**src/include/lvd_cfg.svh**
```systemverilog
// Purpose: Constants for the supply monitor control block
// Assumes: 250 MHz system clock, AXI4-Lite register access
// Notes: Operation summary follows
`ifndef LVD_CFG_SVH
`define LVD_CFG_SVH

`define SYS_CLK_MHZ 250
`define IRQ_DELAY_NS 10000
`define IRQ_DELAY_CYC ((`IRQ_DELAY_NS * `SYS_CLK_MHZ + 999) / 1000)
`define TIMER_W 12

// Register byte offsets
`define OFFS_CONTROL 8'h00
`define OFFS_STATUS 8'h04
`define OFFS_MASK 8'h08

// Control register fields
`define CTRL_THR_LSB 0
`define CTRL_THR_MSB 2
`define CTRL_REF_BIT 3
`define CTRL_EN_BIT 4
`define CTRL_FLAG_BIT 5
`define CTRL_RESET 8'h00

// Status and mask fields
`define ST_IRQ_BIT 0
`define ST_RISE_BIT 1
`define ST_W 2
`define ST_RESET 2'h0

`define RESP_OKAY 2'h0
`define RESP_SLVERR 2'h2

`endif

```
**src/include/lvd_pkg.sv**
```systemverilog
// Purpose: Shared types for the supply monitor control block
// Assumes: Constants come from lvd_cfg.svh
// Notes: Write channel states are one-hot
package lvd_pkg;
	typedef logic [1:0] resp_type;
	typedef logic [2:0] thr_type;
	typedef enum logic [1:0] {
		WR_IDLE = 2'b01,
		WR_RESP = 2'b10
	} wr_state_type;
endpackage

```
**src/irq_delay_timer.sv**
```systemverilog
// Purpose: Counts a continuous run of cycles and pulses once at the end
// Assumes: run comes from the system clock domain
// Notes: Any drop of run restarts the count
`include "lvd_cfg.svh"
module irq_delay_timer (
	input wire logic clk,
	input wire logic rst,
	input wire logic run,
	output logic done
);
	logic [`TIMER_W-1:0] cnt_r, cnt_nxt;
	logic done_r, done_nxt;
	localparam logic [`TIMER_W-1:0] LAST = `TIMER_W'(`IRQ_DELAY_CYC - 1);

	// Count while run holds; pulse once when the last cycle is reached
	always_comb begin
		cnt_nxt = cnt_r;
		done_nxt = 1'b0;
		if (!run) begin
			cnt_nxt = '0;
		end else if (cnt_r < LAST) begin
			cnt_nxt = cnt_r + 1'b1;
		end else if (cnt_r == LAST) begin
			cnt_nxt = cnt_r + 1'b1; // Parks past the end so the pulse is single
			done_nxt = 1'b1;
		end
	end

	always_ff @(posedge clk or posedge rst) begin
		if (rst) begin
			cnt_r <= '0;
			done_r <= 1'b0;
		end else begin
			cnt_r <= cnt_nxt;
			done_r <= done_nxt;
		end
	end

	assign done = done_r;
endmodule // irq_delay_timer

```
**src/supply_monitor_ctrl.sv**
```systemverilog
// Purpose: Register and flag logic around the low-supply comparator
// Assumes: COMP_LOW is asynchronous; SLEEP_MODE and IDLE_MODE are on SYS_CLK
// Notes: Analogue comparator and reference live outside; this drives their controls
`include "lvd_cfg.svh"
module supply_monitor_ctrl (
	input wire logic SYS_CLK,
	input wire logic RST,
	input wire logic [7:0] S_AXI_AWADDR,
	input wire logic S_AXI_AWVALID,
	output logic S_AXI_AWREADY,
	input wire logic [31:0] S_AXI_WDATA,
	input wire logic [3:0] S_AXI_WSTRB,
	input wire logic S_AXI_WVALID,
	output logic S_AXI_WREADY,
	output lvd_pkg::resp_type S_AXI_BRESP,
	output logic S_AXI_BVALID,
	input wire logic S_AXI_BREADY,
	input wire logic [7:0] S_AXI_ARADDR,
	input wire logic S_AXI_ARVALID,
	output logic S_AXI_ARREADY,
	output logic [31:0] S_AXI_RDATA,
	output lvd_pkg::resp_type S_AXI_RRESP,
	output logic S_AXI_RVALID,
	input wire logic S_AXI_RREADY,
	input wire logic COMP_LOW,
	input wire logic SLEEP_MODE,
	input wire logic IDLE_MODE,
	output logic DETECTOR_ON,
	output logic REFERENCE_ON,
	output lvd_pkg::thr_type THRESHOLD_SEL,
	output logic WAKE_REQ,
	output logic IRQ
);
	import lvd_pkg::*;

	// Address decode shared by both channels
	function automatic logic known_addr(input logic [7:0] a);
		return (a == `OFFS_CONTROL) || (a == `OFFS_STATUS) || (a == `OFFS_MASK);
	endfunction

	// Comparator synchroniser; first stage is read only by the second
	logic comp_meta_r, comp_sync_r;

	always_ff @(posedge SYS_CLK or posedge RST) begin
		if (RST) begin
			comp_meta_r <= 1'b0;
			comp_sync_r <= 1'b0;
		end else begin
			comp_meta_r <= COMP_LOW;
			comp_sync_r <= comp_meta_r;
		end
	end

	// Control register state
	logic det_en_r, det_en_nxt;
	logic ref_en_r, ref_en_nxt;
	thr_type thr_r, thr_nxt;
	logic [`ST_W-1:0] status_r, status_nxt;
	logic [`ST_W-1:0] mask_r, mask_nxt;
	logic flag_r, flag_nxt;
	logic active;
	logic delay_done;

	// Comparator is only meaningful while powered and awake
	assign active = det_en_r && !SLEEP_MODE;

	// Flag follows the comparator with no filter, so it may chatter near the trip point
	assign flag_nxt = active && comp_sync_r;

	irq_delay_timer u_timer (
		.clk(SYS_CLK),
		.rst(RST),
		.run(flag_r),
		.done(delay_done)
	);

	// Write channel
	wr_state_type wr_state_r, wr_state_nxt;
	logic aw_have_r, aw_have_nxt;
	logic w_have_r, w_have_nxt;
	logic [7:0] aw_addr_r, aw_addr_nxt;
	logic [31:0] w_data_r, w_data_nxt;
	logic w_lane0_r, w_lane0_nxt;
	logic awready_r, awready_nxt;
	logic wready_r, wready_nxt;
	logic bvalid_r, bvalid_nxt;
	resp_type bresp_r, bresp_nxt;
	logic wr_fire;

	assign wr_fire = (wr_state_r == WR_IDLE) && aw_have_r && w_have_r;

	// Address and data are taken in either order; the write happens once both are held
	always_comb begin
		wr_state_nxt = wr_state_r;
		aw_have_nxt = aw_have_r;
		w_have_nxt = w_have_r;
		aw_addr_nxt = aw_addr_r;
		w_data_nxt = w_data_r;
		w_lane0_nxt = w_lane0_r;
		bvalid_nxt = bvalid_r;
		bresp_nxt = bresp_r;
		if (S_AXI_AWVALID && awready_r) begin
			aw_have_nxt = 1'b1;
			aw_addr_nxt = S_AXI_AWADDR;
		end
		if (S_AXI_WVALID && wready_r) begin
			w_have_nxt = 1'b1;
			w_data_nxt = S_AXI_WDATA;
			w_lane0_nxt = S_AXI_WSTRB[0];
		end
		unique case (wr_state_r)
			WR_IDLE: begin
				if (wr_fire) begin
					bvalid_nxt = 1'b1;
					bresp_nxt = known_addr(aw_addr_r) ? `RESP_OKAY : `RESP_SLVERR;
					wr_state_nxt = WR_RESP;
				end
			end
			WR_RESP: begin
				if (S_AXI_BREADY) begin
					bvalid_nxt = 1'b0;
					aw_have_nxt = 1'b0;
					w_have_nxt = 1'b0;
					wr_state_nxt = WR_IDLE;
				end
			end
		endcase
		awready_nxt = !aw_have_nxt;
		wready_nxt = !w_have_nxt;
	end

	always_ff @(posedge SYS_CLK or posedge RST) begin
		if (RST) begin
			wr_state_r <= WR_IDLE;
			aw_have_r <= 1'b0;
			w_have_r <= 1'b0;
			aw_addr_r <= 8'h00;
			w_data_r <= 32'h0000_0000;
			w_lane0_r <= 1'b0;
			awready_r <= 1'b0;
			wready_r <= 1'b0;
			bvalid_r <= 1'b0;
			bresp_r <= `RESP_OKAY;
		end else begin
			wr_state_r <= wr_state_nxt;
			aw_have_r <= aw_have_nxt;
			w_have_r <= w_have_nxt;
			aw_addr_r <= aw_addr_nxt;
			w_data_r <= w_data_nxt;
			w_lane0_r <= w_lane0_nxt;
			awready_r <= awready_nxt;
			wready_r <= wready_nxt;
			bvalid_r <= bvalid_nxt;
			bresp_r <= bresp_nxt;
		end
	end

	// Read channel: one outstanding read, answered the cycle after it is taken
	logic arready_r, arready_nxt;
	logic rvalid_r, rvalid_nxt;
	logic [31:0] rdata_r, rdata_nxt;
	resp_type rresp_r, rresp_nxt;
	logic rd_take;
	logic rd_status;

	assign rd_take = S_AXI_ARVALID && arready_r;
	assign rd_status = rd_take && (S_AXI_ARADDR == `OFFS_STATUS);

	always_comb begin
		rvalid_nxt = rvalid_r;
		rdata_nxt = rdata_r;
		rresp_nxt = rresp_r;
		if (rvalid_r && S_AXI_RREADY) begin
			rvalid_nxt = 1'b0;
		end
		if (rd_take) begin
			rvalid_nxt = 1'b1;
			rresp_nxt = known_addr(S_AXI_ARADDR) ? `RESP_OKAY : `RESP_SLVERR;
			rdata_nxt = 32'h0000_0000;
			unique case (S_AXI_ARADDR)
				`OFFS_CONTROL: begin
					// Upper two bits stay zero from the cleared word
					rdata_nxt[`CTRL_FLAG_BIT] = flag_r;
					rdata_nxt[`CTRL_EN_BIT] = det_en_r;
					rdata_nxt[`CTRL_REF_BIT] = ref_en_r;
					rdata_nxt[`CTRL_THR_MSB:`CTRL_THR_LSB] = thr_r;
				end
				`OFFS_STATUS: rdata_nxt[`ST_W-1:0] = status_r;
				`OFFS_MASK: rdata_nxt[`ST_W-1:0] = mask_r;
				default: rdata_nxt = 32'h0000_0000;
			endcase
		end
		arready_nxt = !rvalid_nxt;
	end

	always_ff @(posedge SYS_CLK or posedge RST) begin
		if (RST) begin
			arready_r <= 1'b0;
			rvalid_r <= 1'b0;
			rdata_r <= 32'h0000_0000;
			rresp_r <= `RESP_OKAY;
		end else begin
			arready_r <= arready_nxt;
			rvalid_r <= rvalid_nxt;
			rdata_r <= rdata_nxt;
			rresp_r <= rresp_nxt;
		end
	end

	// Register updates, sticky events and wake-up
	logic wr_ctrl, wr_status, wr_mask;
	logic flag_rise;
	logic irq_set;
	logic irq_r, irq_nxt;
	logic wake_r, wake_nxt;

	assign wr_ctrl = wr_fire && w_lane0_r && (aw_addr_r == `OFFS_CONTROL);
	assign wr_status = wr_fire && w_lane0_r && (aw_addr_r == `OFFS_STATUS);
	assign wr_mask = wr_fire && w_lane0_r && (aw_addr_r == `OFFS_MASK);
	assign flag_rise = flag_nxt && !flag_r;
	// Only a fresh 0 to 1 change counts, so a preset flag blocks wake-ups
	assign irq_set = delay_done && !status_r[`ST_IRQ_BIT];

	always_comb begin
		det_en_nxt = det_en_r;
		ref_en_nxt = ref_en_r;
		thr_nxt = thr_r;
		mask_nxt = mask_r;
		status_nxt = status_r;
		if (wr_ctrl) begin
			det_en_nxt = w_data_r[`CTRL_EN_BIT];
			ref_en_nxt = w_data_r[`CTRL_REF_BIT];
			thr_nxt = w_data_r[`CTRL_THR_MSB:`CTRL_THR_LSB];
		end
		if (wr_mask) begin
			mask_nxt = w_data_r[`ST_W-1:0];
		end
		// A read clears; a write of one presets; a new event wins over both
		if (rd_status) begin
			status_nxt = `ST_RESET;
		end
		if (wr_status) begin
			status_nxt = status_nxt | w_data_r[`ST_W-1:0];
		end
		if (delay_done) begin
			status_nxt[`ST_IRQ_BIT] = 1'b1;
		end
		if (flag_rise) begin
			status_nxt[`ST_RISE_BIT] = 1'b1;
		end
		irq_nxt = |(status_nxt & mask_nxt);
		// Wake is requested only from a low-power mode, on a new flag setting
		wake_nxt = irq_set && (SLEEP_MODE || IDLE_MODE);
	end

	always_ff @(posedge SYS_CLK or posedge RST) begin
		if (RST) begin
			det_en_r <= 1'b0;
			ref_en_r <= 1'b0;
			thr_r <= 3'h0;
			mask_r <= `ST_RESET;
			status_r <= `ST_RESET;
			flag_r <= 1'b0;
			irq_r <= 1'b0;
			wake_r <= 1'b0;
		end else begin
			det_en_r <= det_en_nxt;
			ref_en_r <= ref_en_nxt;
			thr_r <= thr_nxt;
			mask_r <= mask_nxt;
			status_r <= status_nxt;
			flag_r <= flag_nxt;
			irq_r <= irq_nxt;
			wake_r <= wake_nxt;
		end
	end

	// Analogue control outputs, registered so they never glitch
	logic det_on_r, det_on_nxt;
	logic ref_on_r, ref_on_nxt;

	always_comb begin
		det_on_nxt = det_en_nxt && !SLEEP_MODE;
		ref_on_nxt = ref_en_nxt || det_en_nxt;
	end

	always_ff @(posedge SYS_CLK or posedge RST) begin
		if (RST) begin
			det_on_r <= 1'b0;
			ref_on_r <= 1'b0;
		end else begin
			det_on_r <= det_on_nxt;
			ref_on_r <= ref_on_nxt;
		end
	end

	assign S_AXI_AWREADY = awready_r;
	assign S_AXI_WREADY = wready_r;
	assign S_AXI_BVALID = bvalid_r;
	assign S_AXI_BRESP = bresp_r;
	assign S_AXI_ARREADY = arready_r;
	assign S_AXI_RVALID = rvalid_r;
	assign S_AXI_RDATA = rdata_r;
	assign S_AXI_RRESP = rresp_r;
	assign DETECTOR_ON = det_on_r;
	assign REFERENCE_ON = ref_on_r;
	assign THRESHOLD_SEL = thr_r;
	assign WAKE_REQ = wake_r;
	assign IRQ = irq_r;
endmodule // supply_monitor_ctrl

```
**config.mk**
```make
export PLATFORM = sky130hd
export DESIGN_NAME = supply_monitor_ctrl
export DESIGN_NICKNAME = d
export VERILOG_FILES = /design/src/include/lvd_pkg.sv /design/src/irq_delay_timer.sv /design/src/supply_monitor_ctrl.sv
export VERILOG_INCLUDE_DIRS = /design/src /design/src/include
export SDC_FILE = /design/constraint.sdc
export NUM_CORES = 1
export LEC_CHECK = 0
export BUFFER_PORTS_ARGS = -buffer_cell sky130_fd_sc_hd__buf_4
export CORE_MARGIN = 10
export CORE_UTILIZATION = 52
export DETAILED_ROUTE_END_ITERATION = 10
export GPL_TIMING_DRIVEN = 0
export PLACE_DENSITY = 0.85
export SYNTH_ARGS = -nofsm -noshare
export SYNTH_HDL_FRONTEND = slang
export SYNTH_SLANG_ARGS = --single-unit
```
**constraint.sdc**
```tcl
create_clock -name SYS_CLK -period 3 [get_ports SYS_CLK]
set_input_delay 0.45 -clock SYS_CLK [delete_from_list [all_inputs] [get_ports SYS_CLK]]
set_output_delay 0.45 -clock SYS_CLK [all_outputs]
set_load 0.01 [all_outputs]
```
# == Word-level counts from Yosys, hierarchy flattened ==
# Index checks and enable logic that the tools add are counted.
# word_totals
output_inout_bits,48
in_bits,62
reg_bits,62
word_cells,107
# op_classes
bitwise_logic,2
n_eq_ne,10
n_reduce_logical,34
n_lt_le_gt_ge,1
n_mux,31
n_addsub,1
# op_table
operator,n
12-bit 2-to-1 mux,3
1-bit logical AND,17
1-bit 2-to-1 mux,17
8-bit by 3-bit equality test with 1-bit output (second input constant),2
8-bit by 4-bit equality test with 1-bit output (second input constant),2
8-bit logical NOT,2
2-bit 2-to-1 mux,7
12-bit by 1-bit adder with 12-bit output (second input constant),1
12-bit equality test (second input constant),1
12-bit < comparator (second input constant),1
1-bit logical NOT,6
1-bit logical OR,6
2-bit one-hot mux with 3 select lines,1
4-bit 2-to-1 mux,1
2-bit != test (second input constant),2
2-bit one-hot mux with 2 select lines,1
2-bit AND reduction,2
3-bit by 1-bit != test with 1-bit output (second input constant),1
2-bit AND,1
2-bit by 1-bit equality test with 1-bit output (second input constant),1
2-bit equality test (second input constant),1
2-bit OR,1
1-bit one-hot mux with 2 select lines,1
2-bit OR reduction,1

# == Logic depth before layout (Yosys ltp) ==
# logic_depth
depth_word,9
ltp_mapped,5
ltp_nobuf,4

# == Modules after synthesis ==
# A second synthesis with hierarchy kept.
# unflattened
cells_unflattened,241
area_unflattened_um2,2795.2
# modules_own_cells
module,instances,area_each_um2,cells_per_inst,seq_area_each_um2
supply_monitor_ctrl,1,2057.0,164,1152.4
irq_delay_timer,1,738.2,77,325.3

# == Worst setup path after synthesis ==
# No wires, ideal clock.
# synth_path
path_type,register to register
start,register aw_addr_r[1]
end,register irq_r (netlist: IRQ)
synth_period_minus_slack_ns,2.060
required_ns,2.879
n_path_buf,1
arrival_ns,1.939
path_stages_with_launch,6
path_slack_ns,0.940
setup_time_ns,0.121
cell_sequence,dfrtp_1 > or4_1 > buf_2 > nor4_1 > mux2_2 > a22o_1
# synth_via
elab_cells_between_ends,10
cone_classes,eq/ne (2); mux (4); bitwise (1); reduce/logical (3)
# synth_lines
element,line,source
start: declaration,supply_monitor_ctrl.sv:81,"logic [7:0] aw_addr_r, aw_addr_nxt;"
start signal: assignment,supply_monitor_ctrl.sv:148,aw_addr_r <= aw_addr_nxt;
8-bit by 4-bit equality test with 1-bit output (no source line),--,
1-bit logical AND,supply_monitor_ctrl.sv:219,assign wr_mask = wr_fire && w_lane0_r && (aw_addr_r == `OFFS_MASK);
2-bit 2-to-1 mux,supply_monitor_ctrl.sv:235,if (wr_mask) begin
named net mask_nxt[0],supply_monitor_ctrl.sv:59,"logic [`ST_W-1:0] mask_r, mask_nxt;"
2-bit AND,supply_monitor_ctrl.sv:251,irq_nxt = |(status_nxt & mask_nxt);
2-bit OR reduction,supply_monitor_ctrl.sv:251,
named net irq_nxt,supply_monitor_ctrl.sv:214,"logic irq_r, irq_nxt;"
end signal: assignment,supply_monitor_ctrl.sv:273,irq_r <= irq_nxt;
end: declaration,supply_monitor_ctrl.sv:214,
# The timed path passes the listed nets, and every way through them passes these cells.
# A chain may end at the register's enable or synchronous reset.

# == Final worst setup path ==
# Ends and elaborated chain as after synthesis.

==> impl_results.md <==
- Post-Route WL: 6.28 mm
- Final Hold Fails: 0
- Largest net degree at the start of global routing: between 40 and 50
- Slew Limit Fails: 0
- Mean post-synth cell area: 11.3 µm²
- Seq pwr share: a little under half
- Combinational power share: 19.4%
- Initial Util: 54.0%
- Filler instances: 406
- Die W: 93.0 µm
- VDD IR-drop max: roughly 770 µV
- Syn-to-layout area delta: 29.0%
- RD Place Congestion: between 0.8 and 0.9
- Sink Count: 59
- DRT iter0 DRCs: 146
- DR pass1 iterations: 4
- Required @ worst endpoint: between 3000 and 4000 ps
- Clock-pin slew on the worst setup and hold paths: about 70 ps
- Register area share after synthesis: 53.3%
- Routed WL per cell: 15.3 µm
- FP Rows: 26
- Die Y: slightly above 90 µm
- Internal power: between 1.5 and 2 mW
- Postcts setup bufs: 0
- H-Tree Level Count: 3
- Antenna violations before repair: 0
- Clock power frac: 33.5%
- Least-Margin Pin Slew: 1020 ps
- Crit path buf inv count: 1
- Vias in the first global route: 2158
- Finished Cell Area: about 3600 µm²
- Post-CTS sizing: 0
- Number of remaining DRC errors: 0
- Crit path max-delay family: simple AND/OR/NAND/NOR gates
- Main flop type after synthesis: dfrtp_1
- Area after DPL: 3370 µm²
- Startpoint types: register
- Final min period: 2350 ps
- First-pass GRT wire length: between 10 and 15 mm
- Critical setup path kind: register to register
- Status: finished, final reports clean
- P_sw: 0.633 mW
- Synthesized area: 2770 µm²
- Post-Place Worst Slack: 648 ps
- Worst hold slack: 63.5 ps
- Yosys top cell area share: 52.3%
- Ranking of synthesized cells by area: dfrtp_1 (52%), mux2_2 (7.7%), buf_4 (7.6%), mux2i_1 (2.9%), nand2_1 (2.6%)
- Inserted Clock Buffers: 9
- LEAKAGE: ~1.8 nW
- Port Buffers: 51
- Setup TNS: 0 ps
- Async S/R FF share, synth: 100%
- Util after Layout: 69.6%
- Total power: 2.28 mW
- Top Ports: 110
- Syn. warnings: 0
- CORE AREA: 5140 µm²
- Critical path peak fanout: 5
- CTS max path bufs: 2
- Switching part of the total power: 27.8%
- CP peak stage delay: ~510 ps
- Area leader, netlist: dfrtp_1
- Register Area: between 1000 and 1500 µm²
- CP endpoint kind: register
- Finished Layout Cells: 411
- Final period util: 78.4%
- Antenna Violating Nets Remaining: 0
- Register bit total from synthesis: 59
- Worst Path Arrival: 2570 ps
- CTS tree: yes
- Die ar.: 8660 µm²
- GR Util All Layers: ~15%
- Fmax: between 400 and 500 MHz
- Worst clock skew: 6.91 ps
- RSZ-0062 raised after global routing: false
- Final setup violating endpoints: 0
- Synth cell types: 45
- Worst-path cell chain: or4_1, buf_2, nor4_1, mux2_2, a22o_1
- Total gr overflow: 0
- Rel. slew slack: 31.4%
- Syn Inst Count: 246
- Multi-input gate area: between 1000 and 1500 µm²
- Layout cells sized above 1: 36.1%
- Pwr dens: about 640 nW/µm²
- Hold-fix buffers, CTS: 0
- Max cap viols: 0
- Via Count: approximately 2100
- Clk_lat worst skew: 340 ps
- Ant. Diodes: 0
- Dpl cells: 395
- Setup ws final: 648 ps
- Slowest CP cell: or4_1
- Post-synth EDFFs: 0
- Fin nets: 399
- DR vias/cell: roughly 5.1
- Clock root buffer: clkbuf_8
- Hpwl dp: 4.64 mm
- HP Class: primary input to async pin
[kinds of logic after synthesis]
logic type	share of synthesized area, %
mux	11.1
fa+ha+maj	0.451
xor+xnor	0.316
flops	53.3
simple gates	15.8
compound gates	9.11
buf+inv	9.79
other cells	0.135
[power by group through the flow]
| stage | sequential (mW) | clock (mW) | combinational, mW |
|---|---|---|---|
| 4_1_cts | 1.07 | 0.774 | 0.447 |
| 3_3_place_gp | 1.07 | 0 | 0.420 |
| 3_5_place_dp | 1.08 | 0 | 0.444 |
| 6_report | 1.07 | 0.764 | 0.443 |
| 5_1_grt | 1.09 | 0.807 | 0.495 |
| 2_1_floorplan | 1.06 | 0 | 0.292 |
[final cells by class]
cell class	count	share of cell area, %
Multi-Input combinational cell	170	31.5
Tap cell	70	2.45
Sequential cell	59	41.3
Buffer	35	6.64
Clock buffer	12	4.62
Inverter	9	0.944
Timing Repair Buffer	52	11.3
Clock inverter	4	1.33
[cell usage after synthesis, types with 2 or more instances]
cell      count
a21boi_0      4
a21oi_1       7
a22o_1        5
a31oi_1       3
and2_1        5
and3_1        5
buf_4        28
clkbuf_1      6
dfrtp_1      58
inv_1         9
mux2_2       19
mux2i_1       8
nand2_1      19
nand2b_1      5
nand3_1       3
nand3b_1      2
nand4_1       2
nand4b_1      3
nor2_1        8
nor2b_1       2
nor4_1        5
o21a_1        5
o21ai_0       9
or3_1         4
or4_1         2
[layer usage]
layer / routed length [µm] / GRT usage (%)
met2: 2960 / 24.2
met4: 127 / 6.56
met5: 0 / 0
met1: 2600 / 17.4
met3: 591 / 6.31
[final timing paths]
check	startpoint	to	slack, ps	depth (start not counted)
max in group asynchronous	RST	aw_addr_r[4]	2410	3
worst min-delay path	RST	det_en_r	60	2
worst max register to register	aw_addr_r[1]	IRQ	650	5
min in group SYS_CLK	COMP_LOW	comp_meta_r	220	1
worst max-delay path	aw_addr_r[1]	IRQ	650	5
worst min register to register	comp_meta_r	comp_sync_r	360	0
[cell usage in the layout (no fill, tap or decap), types with 2 or more instances in the layout]
cell type / n
buf_4: 79
dfrtp_1: 58
conb_1: 28
mux2_2: 19
nand2_1: 19
clkbuf_8: 12
o21ai_0: 9
mux2i_1: 8
nor2_1: 8
inv_1: 8
a21oi_1: 7
clkbuf_1: 6
and2_1: 5
nor4_1: 5
a22o_1: 5
and3_1: 5
o21a_1: 5
nand2b_1: 5
or3_1: 4
a21boi_0: 4
nand4b_1: 3
a31oi_1: 3
nand3_1: 3
nor2b_1: 2
nand4_1: 2
or4_1: 2
nand3b_1: 2
clkinv_2: 2
[state kept, by name, indices dropped and copies added (netlist names), 2 cells and up]
register	count
u_timer.cnt_r	12
S_AXI_RDATA	6
aw_addr_r	8
status_r	2
wr_state_r	2
mask_r	2
w_data_r	5
THRESHOLD_SEL	3
Power figures use the tool's default switching activity.
